$ cat src/rtl/rcs_pkg.sv
// Purpose: Shared constants and types for the reset cause and start-up logic
// Assumes: One clock, the oscillator clock, at 20 MHz
// Notes:   Register offsets are Wishbone byte addresses
package rcs_pkg;
  localparam int unsigned CLK_PERIOD_NS = 50;
  // Power-up timer period in ms, and its cycle count at the clock rate
  localparam int unsigned PUP_TIME_MS   = 72;
  localparam int unsigned PUP_CYCLES    = (PUP_TIME_MS * 1000000) / CLK_PERIOD_NS;
  // Oscillator start-up period in oscillator periods; the clock is the oscillator
  localparam int unsigned OST_TOSC      = 1024;
  localparam int unsigned OST_CYCLES    = OST_TOSC;
  localparam int          TMR_W         = 21;

  localparam int          PC_W          = 13;
  localparam logic [12:0] PC_RESET      = 13'h0000;
  localparam logic [12:0] PC_IRQ_VEC    = 13'h0004;

  localparam logic [4:0]  ADR_CAUSE     = 5'h00;
  localparam logic [4:0]  ADR_STATUS    = 5'h04;
  localparam logic [4:0]  ADR_CONFIG    = 5'h08;
  localparam logic [4:0]  ADR_STATE     = 5'h0C;

  localparam int          CAUSE_BROWNOUT_BIT = 0;
  localparam int          CAUSE_POWERON_BIT  = 1;
  localparam int          STAT_EXPIRY_BIT    = 4;
  localparam int          STAT_SLEEP_BIT     = 3;
  localparam int          CFG_OSC_LSB        = 0;
  localparam int          CFG_PUP_EN_N_BIT   = 2;
  localparam int          CFG_BROWNOUT_EN    = 3;
  localparam int          ST_HOLD_BIT        = 2;
  localparam int          ST_CAUSE_LSB       = 4;

  localparam logic        BROWNOUT_FLAG_RST  = 1'b1;
  localparam logic [3:0]  CFG_RST            = 4'hD;

  typedef enum logic [1:0] {
    RCS_OSC_SLOW   = 2'b00,
    RCS_OSC_XTAL   = 2'b01,
    RCS_OSC_FAST   = 2'b10,
    RCS_OSC_RESCAP = 2'b11
  } rcs_osc_t;

  typedef enum logic [1:0] {
    RCS_ST_RUN   = 2'b00,
    RCS_ST_SLEEP = 2'b01,
    RCS_ST_HOLD  = 2'b10
  } rcs_state_t;

  typedef enum logic [1:0] {
    RCS_TGT_ZERO = 2'b00,
    RCS_TGT_NEXT = 2'b01,
    RCS_TGT_VEC  = 2'b10
  } rcs_tgt_t;

  typedef enum logic [2:0] {
    RCS_CAUSE_POWERON  = 3'b000,
    RCS_CAUSE_BROWNOUT = 3'b001,
    RCS_CAUSE_WDT      = 3'b010,
    RCS_CAUSE_MCLEAR   = 3'b011,
    RCS_CAUSE_WDT_WAKE = 3'b100,
    RCS_CAUSE_IRQ_WAKE = 3'b101
  } rcs_cause_t;
endpackage

$ cat src/rtl/rcs_startup_timer.sv
// Purpose: Down counter that times the start-up delay
// Assumes: start reloads the count; busy covers the start cycle too
// Notes:   A load of zero gives busy for the start cycle only
`timescale 1ns/1ps
module rcs_startup_timer #(
  parameter int W = 21
) (
  input  wire logic         clk,
  input  wire logic         rst,
  input  wire logic         start,
  input  wire logic [W-1:0] load,
  output logic              busy
);
  logic [W-1:0] cnt_r;
  logic [W-1:0] cnt_nxt;

  assign cnt_nxt = start ? load : ((cnt_r != '0) ? cnt_r - 1'b1 : cnt_r);
  assign busy    = start | (cnt_r != '0);

  always_ff @(posedge clk)
  begin
    if (rst)
      cnt_r <= '0;
    else
      cnt_r <= cnt_nxt;
  end
endmodule

$ cat src/rtl/rcs_reset_cause.sv
// Purpose: Reset cause flags, processor status flags and start-up delay control
// Assumes: RESET is the power-on reset; event inputs are synchronous levels
// Notes:   Registers sit on a classic Wishbone slave with one wait state
`timescale 1ns/1ps
// Functional notes
// - Brown-out flag bit 0, power-on flag bit 1
// - Software sets brown-out flag after power-on
// - Brown-out reset clears the brown-out flag
// - Brown-out flag meaningless while detection disabled
// - Power-on flag cleared by power-on or by a software write of 0
// - Delay per oscillator mode and reset cause
// - Power-on sets expiry and sleep flags
// - Flag pairs encode brown-out and watchdog causes
// - Master clear flag effects in run, sleep
// - Resets load 000h; wakes resume next instruction
// - Interrupt wake with enable loads vector
module rcs_reset_cause #(
  parameter int unsigned PUP_CYC = rcs_pkg::PUP_CYCLES,
  parameter int          TMR_W   = rcs_pkg::TMR_W
) (
  input  wire logic                     SYS_CLK,
  input  wire logic                     RESET,
  input  wire logic                     WB_CYC_I,
  input  wire logic                     WB_STB_I,
  input  wire logic                     WB_WE_I,
  input  wire logic [4:0]               WB_ADR_I,
  input  wire logic [3:0]               WB_SEL_I,
  input  wire logic [31:0]              WB_DAT_I,
  output logic      [31:0]              WB_DAT_O,
  output logic                          WB_ACK_O,
  output logic                          WB_ERR_O,
  input  wire logic                     BROWNOUT_DET,
  input  wire logic                     MASTER_CLEAR_PIN_N,
  input  wire logic                     WDT_TIMEOUT,
  input  wire logic                     WAKE_IRQ,
  input  wire logic                     SLEEP_ENTER,
  input  wire logic                     WDT_CLEAR,
  input  wire logic                     GLOBAL_IRQ_ENABLE,
  input  wire logic [rcs_pkg::PC_W-1:0] PC_NEXT,
  output logic                          CPU_RESET_HOLD,
  output logic                          PC_LOAD,
  output logic      [rcs_pkg::PC_W-1:0] PC_LOAD_VALUE,
  output logic                          WATCHDOG_EXPIRY_FLAG_N,
  output logic                          SLEEP_ENTRY_FLAG_N
);
  localparam logic [TMR_W-1:0] PUP_C = TMR_W'(PUP_CYC);
  localparam logic [TMR_W-1:0] OST_C = TMR_W'(rcs_pkg::OST_CYCLES);

  rcs_pkg::rcs_state_t state_r;
  rcs_pkg::rcs_state_t state_nxt;
  rcs_pkg::rcs_tgt_t   tgt_r;
  rcs_pkg::rcs_tgt_t   tgt_nxt;
  rcs_pkg::rcs_cause_t cause_r;
  rcs_pkg::rcs_cause_t cause_nxt;

  logic                     brownout_flag_n_r;
  logic                     brownout_flag_n_nxt;
  logic                     poweron_flag_n_r;
  logic                     poweron_flag_n_nxt;
  logic                     expiry_r;
  logic                     expiry_nxt;
  logic                     sleep_flag_r;
  logic                     sleep_flag_nxt;
  logic [3:0]               cfg_r;
  logic                     pup_pend_r;
  logic                     ack_r;
  logic                     err_r;
  logic [31:0]              dat_r;
  logic [31:0]              rd_data;
  logic [rcs_pkg::PC_W-1:0] wake_pc_r;
  logic                     pc_load_r;
  logic [rcs_pkg::PC_W-1:0] pc_val_r;
  logic [rcs_pkg::PC_W-1:0] pc_val_nxt;
  logic [TMR_W-1:0]         tmr_load;
  logic                     tmr_busy;

  // Bus decode
  wire bus_req   = WB_CYC_I & WB_STB_I;
  wire mapped    = ~WB_ADR_I[4];
  wire bus_first = bus_req & ~ack_r & ~err_r;
  wire bus_wr    = bus_req & WB_WE_I & ack_r & WB_SEL_I[0];
  wire wr_cause  = bus_wr & (WB_ADR_I == rcs_pkg::ADR_CAUSE);
  wire wr_config = bus_wr & (WB_ADR_I == rcs_pkg::ADR_CONFIG);

  // Configuration fields
  wire [1:0] osc_mode     = cfg_r[rcs_pkg::CFG_OSC_LSB +: 2];
  wire       xtal         = osc_mode != rcs_pkg::RCS_OSC_RESCAP;
  wire       pup_timer_n  = cfg_r[rcs_pkg::CFG_PUP_EN_N_BIT];
  wire       brownout_en  = cfg_r[rcs_pkg::CFG_BROWNOUT_EN];

  // Event decode, highest priority first
  wire in_run      = state_r == rcs_pkg::RCS_ST_RUN;
  wire in_sleep    = state_r == rcs_pkg::RCS_ST_SLEEP;
  wire in_hold     = state_r == rcs_pkg::RCS_ST_HOLD;
  wire ev_bor      = BROWNOUT_DET & brownout_en;
  wire ev_master_clear_pin     = ~MASTER_CLEAR_PIN_N & ~ev_bor;
  wire quiet       = ~ev_bor & ~ev_master_clear_pin;
  wire ev_wdt_rst  = quiet & in_run & WDT_TIMEOUT;
  wire ev_wdt_wake = quiet & in_sleep & WDT_TIMEOUT;
  wire ev_irq_wake = quiet & in_sleep & WAKE_IRQ & ~WDT_TIMEOUT;
  wire ev_sleep    = quiet & in_run & SLEEP_ENTER & ~WDT_TIMEOUT;
  wire ev_clrwdt   = quiet & in_run & WDT_CLEAR & ~SLEEP_ENTER & ~WDT_TIMEOUT;
  wire ev_wake     = ev_wdt_wake | ev_irq_wake;
  wire tmr_start   = pup_pend_r | ev_bor | ev_master_clear_pin | ev_wdt_rst | ev_wake;
  wire hold_done   = in_hold & ~tmr_busy;

  rcs_startup_timer #(
    .W     (TMR_W)
  ) u_timer (
    .clk   (SYS_CLK),
    .rst   (RESET),
    .start (tmr_start),
    .load  (tmr_load),
    .busy  (tmr_busy)
  );

  // Delay for the cause being started
  always_comb
  begin
    tmr_load = '0;
    if (ev_bor)
      tmr_load = xtal ? PUP_C + OST_C : PUP_C;
    else if (pup_pend_r)
      tmr_load = xtal ? (pup_timer_n ? OST_C : PUP_C + OST_C)
                      : (pup_timer_n ? '0 : PUP_C);
    else if (ev_wake)
      tmr_load = xtal ? OST_C : '0;
  end

  // Sequencing of run, sleep and reset hold
  always_comb
  begin
    state_nxt = state_r;
    case (state_r)
      rcs_pkg::RCS_ST_RUN:
        if (tmr_start)
          state_nxt = rcs_pkg::RCS_ST_HOLD;
        else if (ev_sleep)
          state_nxt = rcs_pkg::RCS_ST_SLEEP;
      rcs_pkg::RCS_ST_SLEEP:
        if (tmr_start)
          state_nxt = rcs_pkg::RCS_ST_HOLD;
      rcs_pkg::RCS_ST_HOLD:
        if (hold_done)
          state_nxt = rcs_pkg::RCS_ST_RUN;
      default:
        state_nxt = rcs_pkg::RCS_ST_HOLD;
    endcase
  end

  // Resume point and cause record
  always_comb
  begin
    tgt_nxt   = tgt_r;
    cause_nxt = cause_r;
    if (ev_bor)
    begin
      tgt_nxt   = rcs_pkg::RCS_TGT_ZERO;
      cause_nxt = rcs_pkg::RCS_CAUSE_BROWNOUT;
    end
    else if (pup_pend_r)
    begin
      tgt_nxt   = rcs_pkg::RCS_TGT_ZERO;
      cause_nxt = rcs_pkg::RCS_CAUSE_POWERON;
    end
    else if (ev_master_clear_pin | ev_wdt_rst)
    begin
      tgt_nxt   = rcs_pkg::RCS_TGT_ZERO;
      cause_nxt = ev_master_clear_pin ? rcs_pkg::RCS_CAUSE_MCLEAR : rcs_pkg::RCS_CAUSE_WDT;
    end
    else if (ev_wdt_wake)
    begin
      tgt_nxt   = rcs_pkg::RCS_TGT_NEXT;
      cause_nxt = rcs_pkg::RCS_CAUSE_WDT_WAKE;
    end
    else if (ev_irq_wake)
    begin
      tgt_nxt   = GLOBAL_IRQ_ENABLE ? rcs_pkg::RCS_TGT_VEC : rcs_pkg::RCS_TGT_NEXT;
      cause_nxt = rcs_pkg::RCS_CAUSE_IRQ_WAKE;
    end
  end

  always_comb
  begin
    case (tgt_r)
      rcs_pkg::RCS_TGT_NEXT: pc_val_nxt = wake_pc_r;
      rcs_pkg::RCS_TGT_VEC:  pc_val_nxt = rcs_pkg::PC_IRQ_VEC;
      default:               pc_val_nxt = rcs_pkg::PC_RESET;
    endcase
  end

  // Processor status flags, active low
  always_comb
  begin
    expiry_nxt     = expiry_r;
    sleep_flag_nxt = sleep_flag_r;
    if (ev_bor)
    begin
      expiry_nxt     = 1'b1;
      sleep_flag_nxt = 1'b1;
    end
    else if (ev_master_clear_pin)
    begin
      if (in_sleep)
      begin
        expiry_nxt     = 1'b1;
        sleep_flag_nxt = 1'b0;
      end
    end
    else if (ev_wdt_rst | ev_wdt_wake)
    begin
      expiry_nxt     = 1'b0;
      sleep_flag_nxt = ev_wdt_rst;
    end
    else if (ev_irq_wake | ev_sleep)
    begin
      expiry_nxt     = 1'b1;
      sleep_flag_nxt = 1'b0;
    end
    else if (ev_clrwdt)
    begin
      expiry_nxt     = 1'b1;
      sleep_flag_nxt = 1'b1;
    end
  end

  // Reset cause flags: hardware clear wins over a software write
  always_comb
  begin
    brownout_flag_n_nxt = brownout_flag_n_r;
    poweron_flag_n_nxt  = poweron_flag_n_r;
    if (wr_cause)
    begin
      brownout_flag_n_nxt = WB_DAT_I[rcs_pkg::CAUSE_BROWNOUT_BIT];
      poweron_flag_n_nxt  = WB_DAT_I[rcs_pkg::CAUSE_POWERON_BIT];
    end
    if (ev_bor)
      brownout_flag_n_nxt = 1'b0;
  end

  always_ff @(posedge SYS_CLK)
  begin
    if (RESET)
    begin
      state_r           <= rcs_pkg::RCS_ST_HOLD;
      tgt_r             <= rcs_pkg::RCS_TGT_ZERO;
      cause_r           <= rcs_pkg::RCS_CAUSE_POWERON;
      pup_pend_r        <= 1'b1;
      brownout_flag_n_r <= rcs_pkg::BROWNOUT_FLAG_RST;
      poweron_flag_n_r  <= 1'b0;
      expiry_r          <= 1'b1;
      sleep_flag_r      <= 1'b1;
      cfg_r             <= rcs_pkg::CFG_RST;
    end
    else
    begin
      state_r           <= state_nxt;
      tgt_r             <= tgt_nxt;
      cause_r           <= cause_nxt;
      pup_pend_r        <= pup_pend_r & ~MASTER_CLEAR_PIN_N;
      brownout_flag_n_r <= brownout_flag_n_nxt;
      poweron_flag_n_r  <= poweron_flag_n_nxt;
      expiry_r          <= expiry_nxt;
      sleep_flag_r      <= sleep_flag_nxt;
      if (wr_config)
        cfg_r <= WB_DAT_I[3:0];
    end
  end

  always_ff @(posedge SYS_CLK)
  begin
    if (RESET)
    begin
      wake_pc_r <= rcs_pkg::PC_RESET;
      pc_load_r <= 1'b0;
      pc_val_r  <= rcs_pkg::PC_RESET;
    end
    else
    begin
      if (ev_wake)
        wake_pc_r <= PC_NEXT;
      pc_load_r <= hold_done;
      if (hold_done)
        pc_val_r <= pc_val_nxt;
    end
  end

  // Register read mux
  always_comb
  begin
    rd_data = '0;
    case (WB_ADR_I)
      rcs_pkg::ADR_CAUSE:
      begin
        rd_data[rcs_pkg::CAUSE_BROWNOUT_BIT] = brownout_flag_n_r;
        rd_data[rcs_pkg::CAUSE_POWERON_BIT]  = poweron_flag_n_r;
      end
      rcs_pkg::ADR_STATUS:
      begin
        rd_data[rcs_pkg::STAT_EXPIRY_BIT] = expiry_r;
        rd_data[rcs_pkg::STAT_SLEEP_BIT]  = sleep_flag_r;
      end
      rcs_pkg::ADR_CONFIG:
        rd_data[3:0] = cfg_r;
      rcs_pkg::ADR_STATE:
      begin
        rd_data[1:0]                     = state_r;
        rd_data[rcs_pkg::ST_HOLD_BIT]    = in_hold;
        rd_data[rcs_pkg::ST_CAUSE_LSB +: 3] = cause_r;
      end
      default:
        rd_data = '0;
    endcase
  end

  // Wishbone answer one cycle after the request; writes land on the ack edge
  always_ff @(posedge SYS_CLK)
  begin
    if (RESET)
    begin
      ack_r <= 1'b0;
      err_r <= 1'b0;
      dat_r <= '0;
    end
    else
    begin
      ack_r <= bus_first & mapped;
      err_r <= bus_first & ~mapped;
      if (bus_first)
        dat_r <= rd_data;
    end
  end

  assign WB_ACK_O               = ack_r;
  assign WB_ERR_O               = err_r;
  assign WB_DAT_O               = dat_r;
  assign CPU_RESET_HOLD         = in_hold;
  assign PC_LOAD                = pc_load_r;
  assign PC_LOAD_VALUE          = pc_val_r;
  assign WATCHDOG_EXPIRY_FLAG_N = expiry_r;
  assign SLEEP_ENTRY_FLAG_N     = sleep_flag_r;
endmodule

$ cat config.mk
export PLATFORM = sky130hd
export DESIGN_NAME = rcs_reset_cause
export DESIGN_NICKNAME = d
export VERILOG_FILES = /design/src/rtl/rcs_pkg.sv /design/src/rtl/rcs_startup_timer.sv /design/src/rtl/rcs_reset_cause.sv
export SDC_FILE = /design/constraint.sdc
export NUM_CORES = 1
export LEC_CHECK = 0
export BUFFER_PORTS_ARGS = -buffer_cell sky130_fd_sc_hd__buf_2
export CAP_MARGIN = 20
export CORE_ASPECT_RATIO = 1.2
export CORE_MARGIN = 4
export CORE_UTILIZATION = 50
export DETAILED_ROUTE_END_ITERATION = 7
export PLACE_DENSITY = 0.87
export SYNTH_ARGS = -nofsm -noshare
export SYNTH_HDL_FRONTEND = slang
export SYNTH_SLANG_ARGS = --single-unit
$ cat constraint.sdc
create_clock -name SYS_CLK -period 2.7 [get_ports SYS_CLK]
set_input_delay 0.405 -clock SYS_CLK [delete_from_list [all_inputs] [get_ports SYS_CLK]]
set_output_delay 0.405 -clock SYS_CLK [all_outputs]
set_load 0.05 [all_outputs]
## Word-level counts from Yosys, hierarchy flattened

Cells that the tools add are included.
Widths: inputs -> output; s select.

- Divide/modulo/power cells: 0
- Multipliers: 0
- $add $sub $neg: 1
- Reductions and logical operators: 15
- Equal/unequal tests: 12
- Shift-type cells: 0
- Bitwise logic cells: 44
- Mux-type cells: 41
- $lt $le $gt $ge: 0

Operator list:

| operator | number |
|---|---|
| $mux 21 | 7 |
| $mux 11 | 3 |
| $and 1x1->1 | 26 |
| $pmux 13 s2 | 1 |
| $reduce_bool 21->1 | 1 |
| $sub 21x1->21 const B | 1 |
| $mux 1 | 16 |
| $mux 2 | 6 |
| $pmux 2 s3 | 2 |
| $eq 5x4->1 const B | 2 |
| $mux 3 | 3 |
| $not 1->1 | 9 |
| $or 1x1->1 | 9 |
| $pmux 1 s2 | 3 |
| $reduce_bool 2->1 | 3 |
| $eq 5x3->1 const B | 1 |
| $logic_not 5->1 | 1 |
| $reduce_bool 5->1 | 1 |
| $reduce_or 5->1 | 1 |
| $eq 2x1->1 const B | 2 |
| $eq 2x2->1 const B | 2 |
| $ne 2x1->1 const B | 2 |
| $ne 2x2->1 const B | 2 |
| $reduce_bool 4->1 | 1 |
| other kinds (8) | 8 |

- Memories: 0
- Memory bits (writable): 0
- Word-level logic and storage cells: 131
- Input bits: 66
- Bits in read-only memories: 0
- Register bits: 73
- Output and inout bits: 51
- Latch bits: 0

## Longest topological paths before layout

Gate-level depths: netlist (run 1).

- Depth in word-level cells: 15
- Depth in mapped cells: 9
- Mapped depth without buffers: 7

## Cells and area by module

From an unflattened synthesis (run 1), not the netlist that was laid out.

- Cells, all modules: 402
- Area total of the unflattened synthesis: 3584.7 um2

By module, submodules not included:

| module | seq. area each (um2) | area each (um2) | instances | cells an instance |
|---|---|---|---|---|
| rcs_reset_cause | 1041.0 | 2341.0 | 1 | 262 |
| rcs_startup_timer | 420.4 | 1243.7 | 1 | 140 |

## Worst setup path after synthesis (run 1)

No wires, ideal clock.

- Kind: register -> register
- From: register u_timer.cnt_r[13]
- To: register pc_val_r (netlist bit PC_LOAD_VALUE[2])
- Cell stages (with the launch flop): 8
- Required time: 2.630 ns
- Clock period less this slack: 2.484 ns
- Arrival time: 2.414 ns
- Path slack: 0.216 ns
- Cells stage by stage: dfxtp_1 > or4_4 > or3_1 > buf_2 > or4_1 > buf_2 > or3_1 > a21oi_1

- Longest elaborated chain between the ends: 4

RTL lines:

| item | RTL line | source |
|---|---|---|
| start: declaration | rcs_startup_timer.sv:14 | `logic [W-1:0] cnt_r;` |
| start signal: assignment | rcs_startup_timer.sv:25 | `cnt_r <= cnt_nxt;` |
| $reduce_bool 21->1 | rcs_startup_timer.sv:18 | `assign busy = start \| (cnt_r != '0);` |
| $or 1x1->1 | rcs_startup_timer.sv:18 |  |
| $not 1->1 | rcs_reset_cause.sv:105 | `wire hold_done = in_hold & ~tmr_busy;` |
| $and 1x1->1 | rcs_reset_cause.sv:105 |  |
| end signal: assignment | rcs_reset_cause.sv:276 | `pc_val_r <= rcs_pkg::PC_RESET;` |
| end signal: assignment | rcs_reset_cause.sv:284 | `pc_val_r <= pc_val_nxt;` |
| end: declaration | rcs_reset_cause.sv:72 | `logic [rcs_pkg::PC_W-1:0] pc_val_r;` |

No other way between the ends.
A chain may end at the register's enable or synchronous reset.

## Worst setup path after layout (run 1)

Same ends and word-level chain as after synthesis.

==> results of run 1 <==
through the flow:
step	utilization, %	hold slack (ns)	instances	worst slack (ns)	total power [W]
5_1_grt	61.4	0.237	577	0.160	0.00258
4_1_cts	61.4	0.235	577	0.326	0.00249
3_3_place_gp	57.6	0.438	561	0.348	0.00143
3_5_place_dp	57.6	0.444	561	0.353	0.00144
2_1_floorplan	-	0.435	449	0.216	0.00138
6_report	61.4	0.246	577	0.322	0.00248
registers in the layout (all words and copies together), names as in the netlist:
name	flops
WB_ERR_O	1
pup_pend_r	1
WB_DAT_O	7
state_r	2
cause_r	3
PC_LOAD	1
WB_ACK_O	1
wake_pc_r	13
WATCHDOG_EXPIRY_FLAG_N	1
PC_LOAD_VALUE	13
poweron_flag_n_r	1
brownout_flag_n_r	1
tgt_r	2
SLEEP_ENTRY_FLAG_N	1
u_timer.cnt_r	21
cfg_r	4
synthesized netlist by cell type, drive strengths merged, types with 2 or more instances:
| library cell | count | share of area, % |
|---|---|---|
| and3 | 2 | 0.36 |
| nor2 | 25 | 2.7 |
| or4b | 2 | 0.58 |
| nand4 | 7 | 1.3 |
| dfxtp | 73 | 42 |
| o21bai | 2 | 0.44 |
| buf | 28 | 5.8 |
| o21ai | 18 | 2.6 |
| o31a | 3 | 0.76 |
| a211oi | 3 | 0.65 |
| o211a | 2 | 0.58 |
| a211o | 3 | 0.76 |
| a21oi | 49 | 7.1 |
| o211ai | 3 | 0.65 |
| o311ai | 2 | 0.51 |
| inv | 10 | 1.1 |
| or4 | 4 | 0.98 |
| o21a | 4 | 0.87 |
| clkbuf | 20 | 2.2 |
| or3 | 9 | 1.6 |
| a22oi | 4 | 0.87 |
| nor2b | 6 | 1.1 |
| nor3 | 14 | 2.0 |
| a21o | 2 | 0.44 |
| nor3b | 2 | 0.44 |
| or2 | 4 | 0.73 |
| nand4b | 2 | 0.51 |
| nand2 | 59 | 6.4 |
| xnor2 | 6 | 1.5 |
| a32oi | 2 | 0.51 |
| nand3b | 2 | 0.44 |
| xor2 | 3 | 0.76 |
| mux2i | 5 | 1.5 |
| ha | 4 | 1.5 |
| nand3 | 18 | 2.6 |
| nor4 | 10 | 1.8 |
| nand2b | 4 | 0.73 |
routing by layer:
metal  routed length (um)  share of wire [%]
met3                  435                5.3
met4                  119                1.4
met2                 4320                 52
met1                 3370                 41
met5                    0                  0
kinds of logic (layout without fill, tap and decap cells):
kind of cell	count (synthesis)	count (layout)	synth area share, %
compound gates	101	101	17.8
xor+xnor	9	9	2.29
fa+ha+maj	4	4	1.45
buf+inv	58	101	9.12
flops	73	73	42.4
mux	6	6	1.78
other cells	1	25	0.109
simple gates	173	173	25.1
worst paths after layout:
path | slack, ns | start | end
hold / removal | 0.25 | WB_ADR_I[4] | WB_ACK_O$_SDFF_PP0_
setup / recovery | 0.32 | u_timer.cnt_r[13]$_SDFFE_PP0P_ | PC_LOAD_VALUE[2]$_SDFFE_PP0P_
setup reg to reg | 0.32 | u_timer.cnt_r[13]$_SDFFE_PP0P_ | PC_LOAD_VALUE[2]$_SDFFE_PP0P_
hold reg to reg | 0.45 | PC_LOAD_VALUE[2]$_SDFFE_PP0P_ | PC_LOAD_VALUE[2]$_SDFFE_PP0P_
cell type report:
type                       count  area, um2  area share, %
inverter                      10       37.5          0.931
clock buffer                   9        124           3.07
tap                           85        106           2.64
multi-input combinational    318       1770           43.8
sequential                    73       1460           36.2
clock inverter                 7        126           3.13
timing repair buffer          75        413           10.2
worst reg2reg max path: stages (launching register included):
cell and delay (ns):
dfxtp_1 0.36, or4_4 0.57, or3_1 0.34, or4_1 0.55, or3_1 0.36, a21oi_1 0.13
power by group through the flow:
stage | registers [W] | clock network [W] | logic (W)
floorplan | 0.00114 | 0 | 0.000245
global placement | 0.00114 | 0 | 0.000293
detailed placement | 0.00114 | 0 | 0.000298
CTS | 0.00111 | 0.00108 | 0.000300
global route | 0.00112 | 0.00113 | 0.000332
finish | 0.00111 | 0.00107 | 0.000303
==> impl_results.md, run 1 <==
- Status: complete, no violations
- Clock Pin Slew Worst Setup and Hold Paths: 0.08 ns
- Site row count: 32
- Yosys reg bits: 73
- CP max stage delay: 0.57 ns
- Setup-failing EPs final: 0
- Crit path max-delay cell type: or4_4
- Post-synth EDFFs: 0
- Final period util: 88.1%
- Largest net degree at the start of global routing: 46
- Tmin final: about 2.4 ns
- CP bufs+invs: 0
- Hold Buf Count CTS: 0
- Final hold vios: 0
- GRT Util Overall: between 20 and 25%
- Reg2reg path depth: 5
- Most frequent cells in the layout: 73 x dfxtp_1, 60 x buf_2, 59 x nand2_1, 49 x a21oi_1
- Sw Share: between 20% and 30%
- RSZ-0062 raised after global routing: no
- Highest clock rate: roughly 0.42 GHz
- Drt drc: 0
- CTS H-tree lvls: 3
- GP Congestion: between 0.9 and 1
- DP Area: 3780 um2
- Rel. slew slack: 49.0%
- P_leak: 1.70 nW
- Final #Nets: 557
- GRT overflow: 0
- Vias/cell: 5.51
- Seq/Total Area, Yosys: 42.4%
- CTS buffer count: 9
- Critical path startpoint category: flop
- Max_cap viols: 0
- Critical-path cell list: or4_4 > or3_1 > or4_1 > or3_1 > a21oi_1
- Via Count: between 3000 and 4000
- Die height: 98.9 um
- Gates resized, CTS repair: 0
- Detail Route Antenna Nets: 0
- GR Util met2: 36.7%
- Post-synthesis cell area: 3440 um2
- CP Max Fanout: 6
- WP data arrival: 2.66 ns
- Reg power frac: 44.8%
- Internal power: 0.00181 W
- Share of layout cells above drive strength 1: 20.5%
- Core area: 6570 um2
- I/O Buffers: 60
- Deepest clock path buffer count: 2
- Synth Instances: 425
- Mean Syn Cell Area: 8.10 um2
- Drt pass-1 iters: 4
- Initial antenna violation count: 0
- Ys async rst share: 0%
- Synth unique cells: 49
- Fillers: just under 600
- Top_reg_cell synth: dfxtp_1
- I/O pins: 117
- Commonest non-fill, non-tap cell in the layout: dfxtp_1
- Synthesis-to-layout area growth: 17.1%
- PD cells: between 600 and 700 nW/um2
- Crit-path leading delay family: simple AND/OR/NAND/NOR gates
- Nature of the critical path endpoint: flop
- CTS tree: done
- Clock share of power: between 40% and 50%
- Clock Latency Late Sink: 0.35 ns
- Worst Tran Pin Value: 0.765 ns
- Initial Util: between 50 and 60%
- Combinational share of power: about 12%
- DIE WIDTH: about 84 um
- First-iteration detailed-routing DRC count: 205
- Diode count: 0
- Busiest grt layer: met2
- Setup bufs post-CTS: 0
- Hold Crit Depth: 2
- Critical Path RT: 2.98 ns
- Max Slew Vio Count: 0
- Drt total wl: 8240 um
- Switching power: ~0.00067 W
- Setup_tns: 0 ns
- Synth warn: 0
- Finished layout cell area: around 4000 um2
- Worst min-delay path class: input pin to flop
- Vias in the first global route: 3173
- Global-route wire length before repair: 13900 um
- Worst vdd ir: 427 uV
- Avg WL per Cell: 14.3 um
- Routing usage on met1: 22.7%
- CTS Root Cell: clkbuf_8
- CP Class: flop to flop
- Die area: 8290 um2
- Clock Skew: 0.00852 ns
- M3 GR Usage: 4.60%
- Sink Count: 73
- Critical path depth: 5
- HPWL after detailed placement: ~5800 um
- Most frequent cell on the critical path: or3_1
Note: power is estimated with default switching activity, not from simulation.
==> run 2: changes to the inputs <==
- CORE_UTILIZATION: 50 -> 40
- PLACE_DENSITY: 0.87 -> 0.73
==> impl_results.md, run 2 (synthesis results as in run 1) <==
- Routed wl met2: 4120 um
- WP data arrival: around 2.7 ns
- CP max stage delay: 0.58 ns
- I/O pins: 117
- Most frequent cell on the critical path: or3_1
- Setup-failing EPs final: 0
- CP Max Fanout: 6
- Synthesis-to-layout area growth: 16.5%
- Largest reg by FF count: u_timer.cnt_r
- Most frequent cells in the layout: 73 x dfxtp_1, 60 x buf_2, 59 x nand2_1, 49 x a21oi_1
- Post-Layout Cell Count: 604
- CP Class: flop to flop
- Worst min-delay path class: input pin to flop
- First-iteration detailed-routing DRC count: between 100 and 150
- CTS H-tree lvls: 3
- Die height: ~110 um
- Clock Latency Late Sink: between 0.3 and 0.4 ns
- Diode count: 0
- Critical path startpoint category: flop
- Hold Buf Count CTS: 0
- RSZ-0062 raised after global routing: no
- Status: complete, no violations
- GRT Util Overall: between 10% and 20%
- Critical-path cell list: or4_4 > or3_1 > or4_1 > or3_1 > a21oi_1
- Max Slew Vio Count: 0
- Initial Util: 41.8%
- Avg WL per Cell: between 10 and 15 um
- Initial antenna violation count: 0
- Site row count: 36
- Max_cap viols: 0
- Deepest clock path buffer count: 2
- PD cells: around 580 nW/um2
- GRT overflow: 0
- Setup_tns: 0 ns
- Detail Route Antenna Nets: 0
- Inst Count DP: 588
- CTS Root Cell: clkbuf_8
- I/O Buffers: 60
- Largest net degree at the start of global routing: 46
- Tmin final: 2.41 ns
- Rel. slew slack: 50.1%
- Drt drc: 0
- CTS tree: done
- GP Congestion: 0.826
- Final period util: 89.4%
- WHS: around 0.25 ns
- Commonest non-fill, non-tap cell in the layout: dfxtp_1
- HPWL after detailed placement: between 5000 and 6000 um
- Top sig layer: met4
- Crit-path leading delay family: simple AND/OR/NAND/NOR gates
- Die area: 10200 um2
- Multi-input logic area: 1770 um2
- Share of layout cells above drive strength 1: 20.2%
- DIE WIDTH: between 90 and 100 um
- Core area: between 8000 and 9000 um2
- Worst Tran Pin Value: 0.749 ns
- Vias in the first global route: about 2900
- Storage cell area: 1460 um2
- Largest register FFs: 21
- Worst vdd ir: 409 uV
- CTS buffer count: 9
- Drt total wl: 8080 um
- Clock Skew: 0.0139 ns
- Critical Path RT: slightly below 3 ns
- Highest clock rate: around 0.41 GHz
- Routed metal-1 wire length: 3450 um
- Clock Pin Slew Worst Setup and Hold Paths: 0.08 ns
- Global-route wire length before repair: around 13000 um
- Vias/cell: 5.18
- Crit path max-delay cell type: or4_4
- Drt pass-1 iters: 6
- CP bufs+invs: 0
- Final hold vios: 0
- Fillers: 820
- Nature of the critical path endpoint: flop
- Gates resized, CTS repair: 0
- P_leak: between 1.5 and 2 nW
- Via Count: 3126
- Final #Nets: 555
- DR WL met3: 337 um
- Sink Count: 73
- Setup bufs post-CTS: 0
## run 2: cell count changes in the layout (fill, tap and decap cells not counted), sizes merged
cell    delta
bufinv     -2
buf        -2
inv        +3
clkinv     -1
## run 2: where the power goes
group          total, W  leakage, nW  internal (W)  switching, W
Combinational  0.000298        0.970     0.0000945      0.000204
Sequential      0.00111        0.593       0.00109     0.0000196
Clock          0.000908        0.103      0.000446      0.000462
Total           0.00232         1.67       0.00163      0.000686
## run 2: worst reg2reg max path: stages (launching register included)
cell     delay, ns
dfxtp_1       0.37
or4_4         0.58
or3_1         0.35
or4_1         0.56
or3_1         0.36
a21oi_1       0.14
## run 2: routing by layer
layer / up-vias / global-route usage [%]
li1: 1578 / -
met1: 1443 / 19.0
met2: 87 / 28.4
met3: 18 / 3.56
met4: 0 / 6.91
met5: - / 0
## run 2: final timing paths
| path | startpoint | end | slack, ns | cells past startpoint |
|---|---|---|---|---|
| worst max register to register | u_timer.cnt_r[13]$_SDFFE_PP0P_ | PC_LOAD_VALUE[2]$_SDFFE_PP0P_ | 0.29 | 5 |
| worst max-delay path | u_timer.cnt_r[13]$_SDFFE_PP0P_ | PC_LOAD_VALUE[2]$_SDFFE_PP0P_ | 0.29 | 5 |
| worst min register to register | PC_LOAD_VALUE[0]$_SDFFE_PP0P_ | PC_LOAD_VALUE[0]$_SDFFE_PP0P_ | 0.46 | 2 |
| worst min-delay path | WB_ADR_I[4] | WB_ACK_O$_SDFF_PP0_ | 0.25 | 2 |
## run 2: cell type report
type	count	share of cell area [%]
Clock buffer	9	3.09
Clock inverter	7	2.09
Inverter	10	0.935
Multi-Input combinational cell	318	44.0
Sequential cell	73	36.4
Tap cell	114	3.55
Timing Repair Buffer	73	9.92
## run 2: stage by stage
step	util [%]	area, um2	total power, W	setup WS, ns
3_5_place_dp	46.2	3800	0.00143	0.325
4_1_cts	48.7	4010	0.00233	0.301
6_report	48.7	4010	0.00232	0.287
5_1_grt	48.7	4010	0.00241	0.189
2_1_floorplan	-	3530	0.00138	0.216
3_3_place_gp	46.2	3800	0.00143	0.335
==> run 3: changes to the inputs <==
- ABC_AREA: unset -> 1
- PLACE_DENSITY: 0.73 -> 0.72
==> impl_results.md, run 3 <==
- Initial antenna violation count: 0
- Most frequent cells in the layout: 159 x nand2_1, 76 x nor2_1, 73 x dfxtp_1, 72 x inv_1, 60 x buf_2
- PD cells: 595 nW/um2
- Clock Pin Slew Worst Setup and Hold Paths: 0.06 ns
- Synthesis-to-layout area growth: 16.4%
- Diode count: 0
- Setup_tns: 0 ns
- Yosys reg bits: 73
- Die area: 11300 um2
- Storage cell area: 1460 um2
- Initial Util: 40.9%
- Highest clock rate: 0.512 GHz
- DIE WIDTH: 97.8 um
- CP Class: flop to flop
- Max Slew Vio Count: 0
- Most numerous cell in the Yosys netlist: nand2_1
- DP Area: 4190 um2
- Final period util: between 70% and 80%
- Rel. slew slack: 53.4%
- Critical Path RT: 2.93 ns
- Reg2reg path depth: 11
- Post-synth EDFFs: 0
- FF-to-FF End: state_r[1]$_SDFFE_PP1P_
- Finished layout cell area: 4510 um2
- Mean Syn Cell Area: 6.65 um2
- Setup-failing EPs final: 0
- CTS H-tree lvls: 3
- Worst Tran Pin Value: 0.698 ns
- Die height: 116 um
- Synth top area share: 37.8%
- Multi-input logic area: 1960 um2
- Hold path start: WB_ADR_I[4]
- Hold Buf Count CTS: 0
- Max_cap viols: 0
- First-iteration detailed-routing DRC count: 222
- Ys async rst share: 0%
- Detail Route Antenna Nets: 0
- CP Max Fanout: 25
- WHS Endpoint: WB_ACK_O$_SDFF_PP0_
- CTS Root Cell: clkbuf_16
- Tmin final: roughly 2.0 ns
- Setup bufs post-CTS: 0
- Clock Skew: 0.00905 ns
- I/O pins: around 120
- Drt drc: 0
- Synth warn: 0
- R2r startpoint: cfg_r[3]$_SDFFE_PP1P_
- Status: complete, no violations
- CTS tree: done
- Share of layout cells above drive strength 1: roughly 17%
- Global-route wire length before repair: 15200 um
- Seq/Total Area, Yosys: 37.8%
- Gates resized, CTS repair: 0
- Site row count: 39
- Post-synthesis cell area: 3870 um2
- Commonest non-fill, non-tap cell in the layout: nand2_1
- R2R setup slack: between 0.7 and 0.8 ns
- Deepest clock path buffer count: 2
- Drt total wl: 9140 um
- Core area: roughly 9500 um2
- GP Congestion: roughly 0.9
- Worst min-delay path class: input pin to flop
- Vias in the first global route: around 3500
- Avg WL per Cell: 11.9 um
- Synth Instances: 582
- Hold Crit Depth: 2
- GRT overflow: 0
- Synth area leaders: dfxtp_1 38%, nand2_1 15%, nor2_1 7.4%, inv_1 7.0%, a21oi_1 5.3%
- Vias/cell: 4.76
- WHS: 0.258 ns
- Sink Count: 73
- Final hold vios: 0
- Nature of the critical path endpoint: flop
- Largest net degree at the start of global routing: 30
- CTS buffer count: 9
- Largest register FFs: 21
- Commonest cells in the netlist: 159 x nand2_1, 76 x nor2_1, 73 x dfxtp_1, 72 x inv_1, 41 x a21oi_1
- GRT Util Overall: between 10% and 20%
- Beginning of the critical path: cfg_r[3]$_SDFFE_PP1P_
- HPWL after detailed placement: 6720 um
- Worst vdd ir: about 310 uV
- P_leak: 2.15 nW
- Largest reg by FF count: u_timer.cnt_r
- Fillers: between 900 and 1000
- Critical path startpoint category: flop
- I/O Buffers: 60
- RSZ-0062 raised after global routing: no
- Drt pass-1 iters: 5
- Final #Nets: slightly above 700
- WP data arrival: between 2 and 2.5 ns
- Cell taking the most area after synthesis: dfxtp_1
- Top_reg_cell synth: dfxtp_1
- Via Count: 3673
- Synth unique cells: 36
- Clock Latency Late Sink: 0.34 ns
run 3: changes by cell type after synthesis, moves of 8 or more:
cell	delta
a21oi_1	-8
clkbuf_1	-14
inv_1	+62
nand2_1	+100
nand3_1	+16
nand4_1	+11
nor2_1	+51
nor2_2	+9
nor3_1	-9
nor4_1	-9
or3_1	-9
run 3: kinds of logic after synthesis:
group / synth area share [%]
simple gates: 37.7
buf+inv: 14.0
flops: 37.8
compound gates: 8.70
fa+ha+maj: 1.29
xor+xnor: 0.453
other cells: 0.0969
run 3: worst max-delay path, cell delays in order (launching register included):
cell	delay (ns)
dfxtp_1	0.34
nand2_2	0.12
nand2_1	0.14
nor2_2	0.07
nand2_2	0.09
nand2_4	0.14
nor2_8	0.34
nand2_2	0.17
inv_1	0.21
nand2_1	0.10
o21ai_0	0.08
inv_1	0.05
run 3: cell type report:
cell class                 count  share of cell area, %
clock buffer                  12                   5.92
clock inverter                 4                   1.11
inverter                      76                   6.33
multi-input combinational    419                   43.5
sequential                    73                   32.4
tap                          123                   3.42
timing repair buffer          64                   7.33
run 3: worst max path at each step:
stage                                                 to  slack [ns]  cells after the start
after floorplan           u_timer.cnt_r[11]$_SDFFE_PP0P_        1.21                      9
after global placement           state_r[1]$_SDFFE_PP1P_        0.62                     12
after detailed placement  u_timer.cnt_r[15]$_SDFFE_PP0P_        0.56                      5
after CTS                  PC_LOAD_VALUE[8]$_SDFFE_PP0P_        0.72                     10
after global routing       u_timer.cnt_r[8]$_SDFFE_PP0P_        0.57                      7
final                            state_r[1]$_SDFFE_PP1P_        0.75                     11
run 3: power by group:
part           leakage [nW]  total (W)  internal (W)  switching, W
registers             0.593    0.00112       0.00110     0.0000178
clock network         0.151    0.00124      0.000788      0.000447
logic                  1.41   0.000328     0.0000837      0.000245
run 3: per-layer routing:
metal  wire length [um]  vias to the layer above  track usage, %
li1                   -                     1913               -
met1               3720                     1649            18.4
met2               4780                       96            29.8
met3                474                       15            3.67
met4                167                        0            6.93
met5                  0                        -               0
run 3: through the flow:
stage | worst slack [ns] | total power [W] | utilization [%] | instances
floorplan | 1.21 | 0.00141 | - | 606
global route | 0.570 | 0.00278 | 47.6 | 771
finish | 0.745 | 0.00268 | 47.6 | 771
CTS | 0.716 | 0.00269 | 47.6 | 771
detailed placement | 0.559 | 0.00146 | 44.3 | 755
global placement | 0.623 | 0.00145 | 44.3 | 755
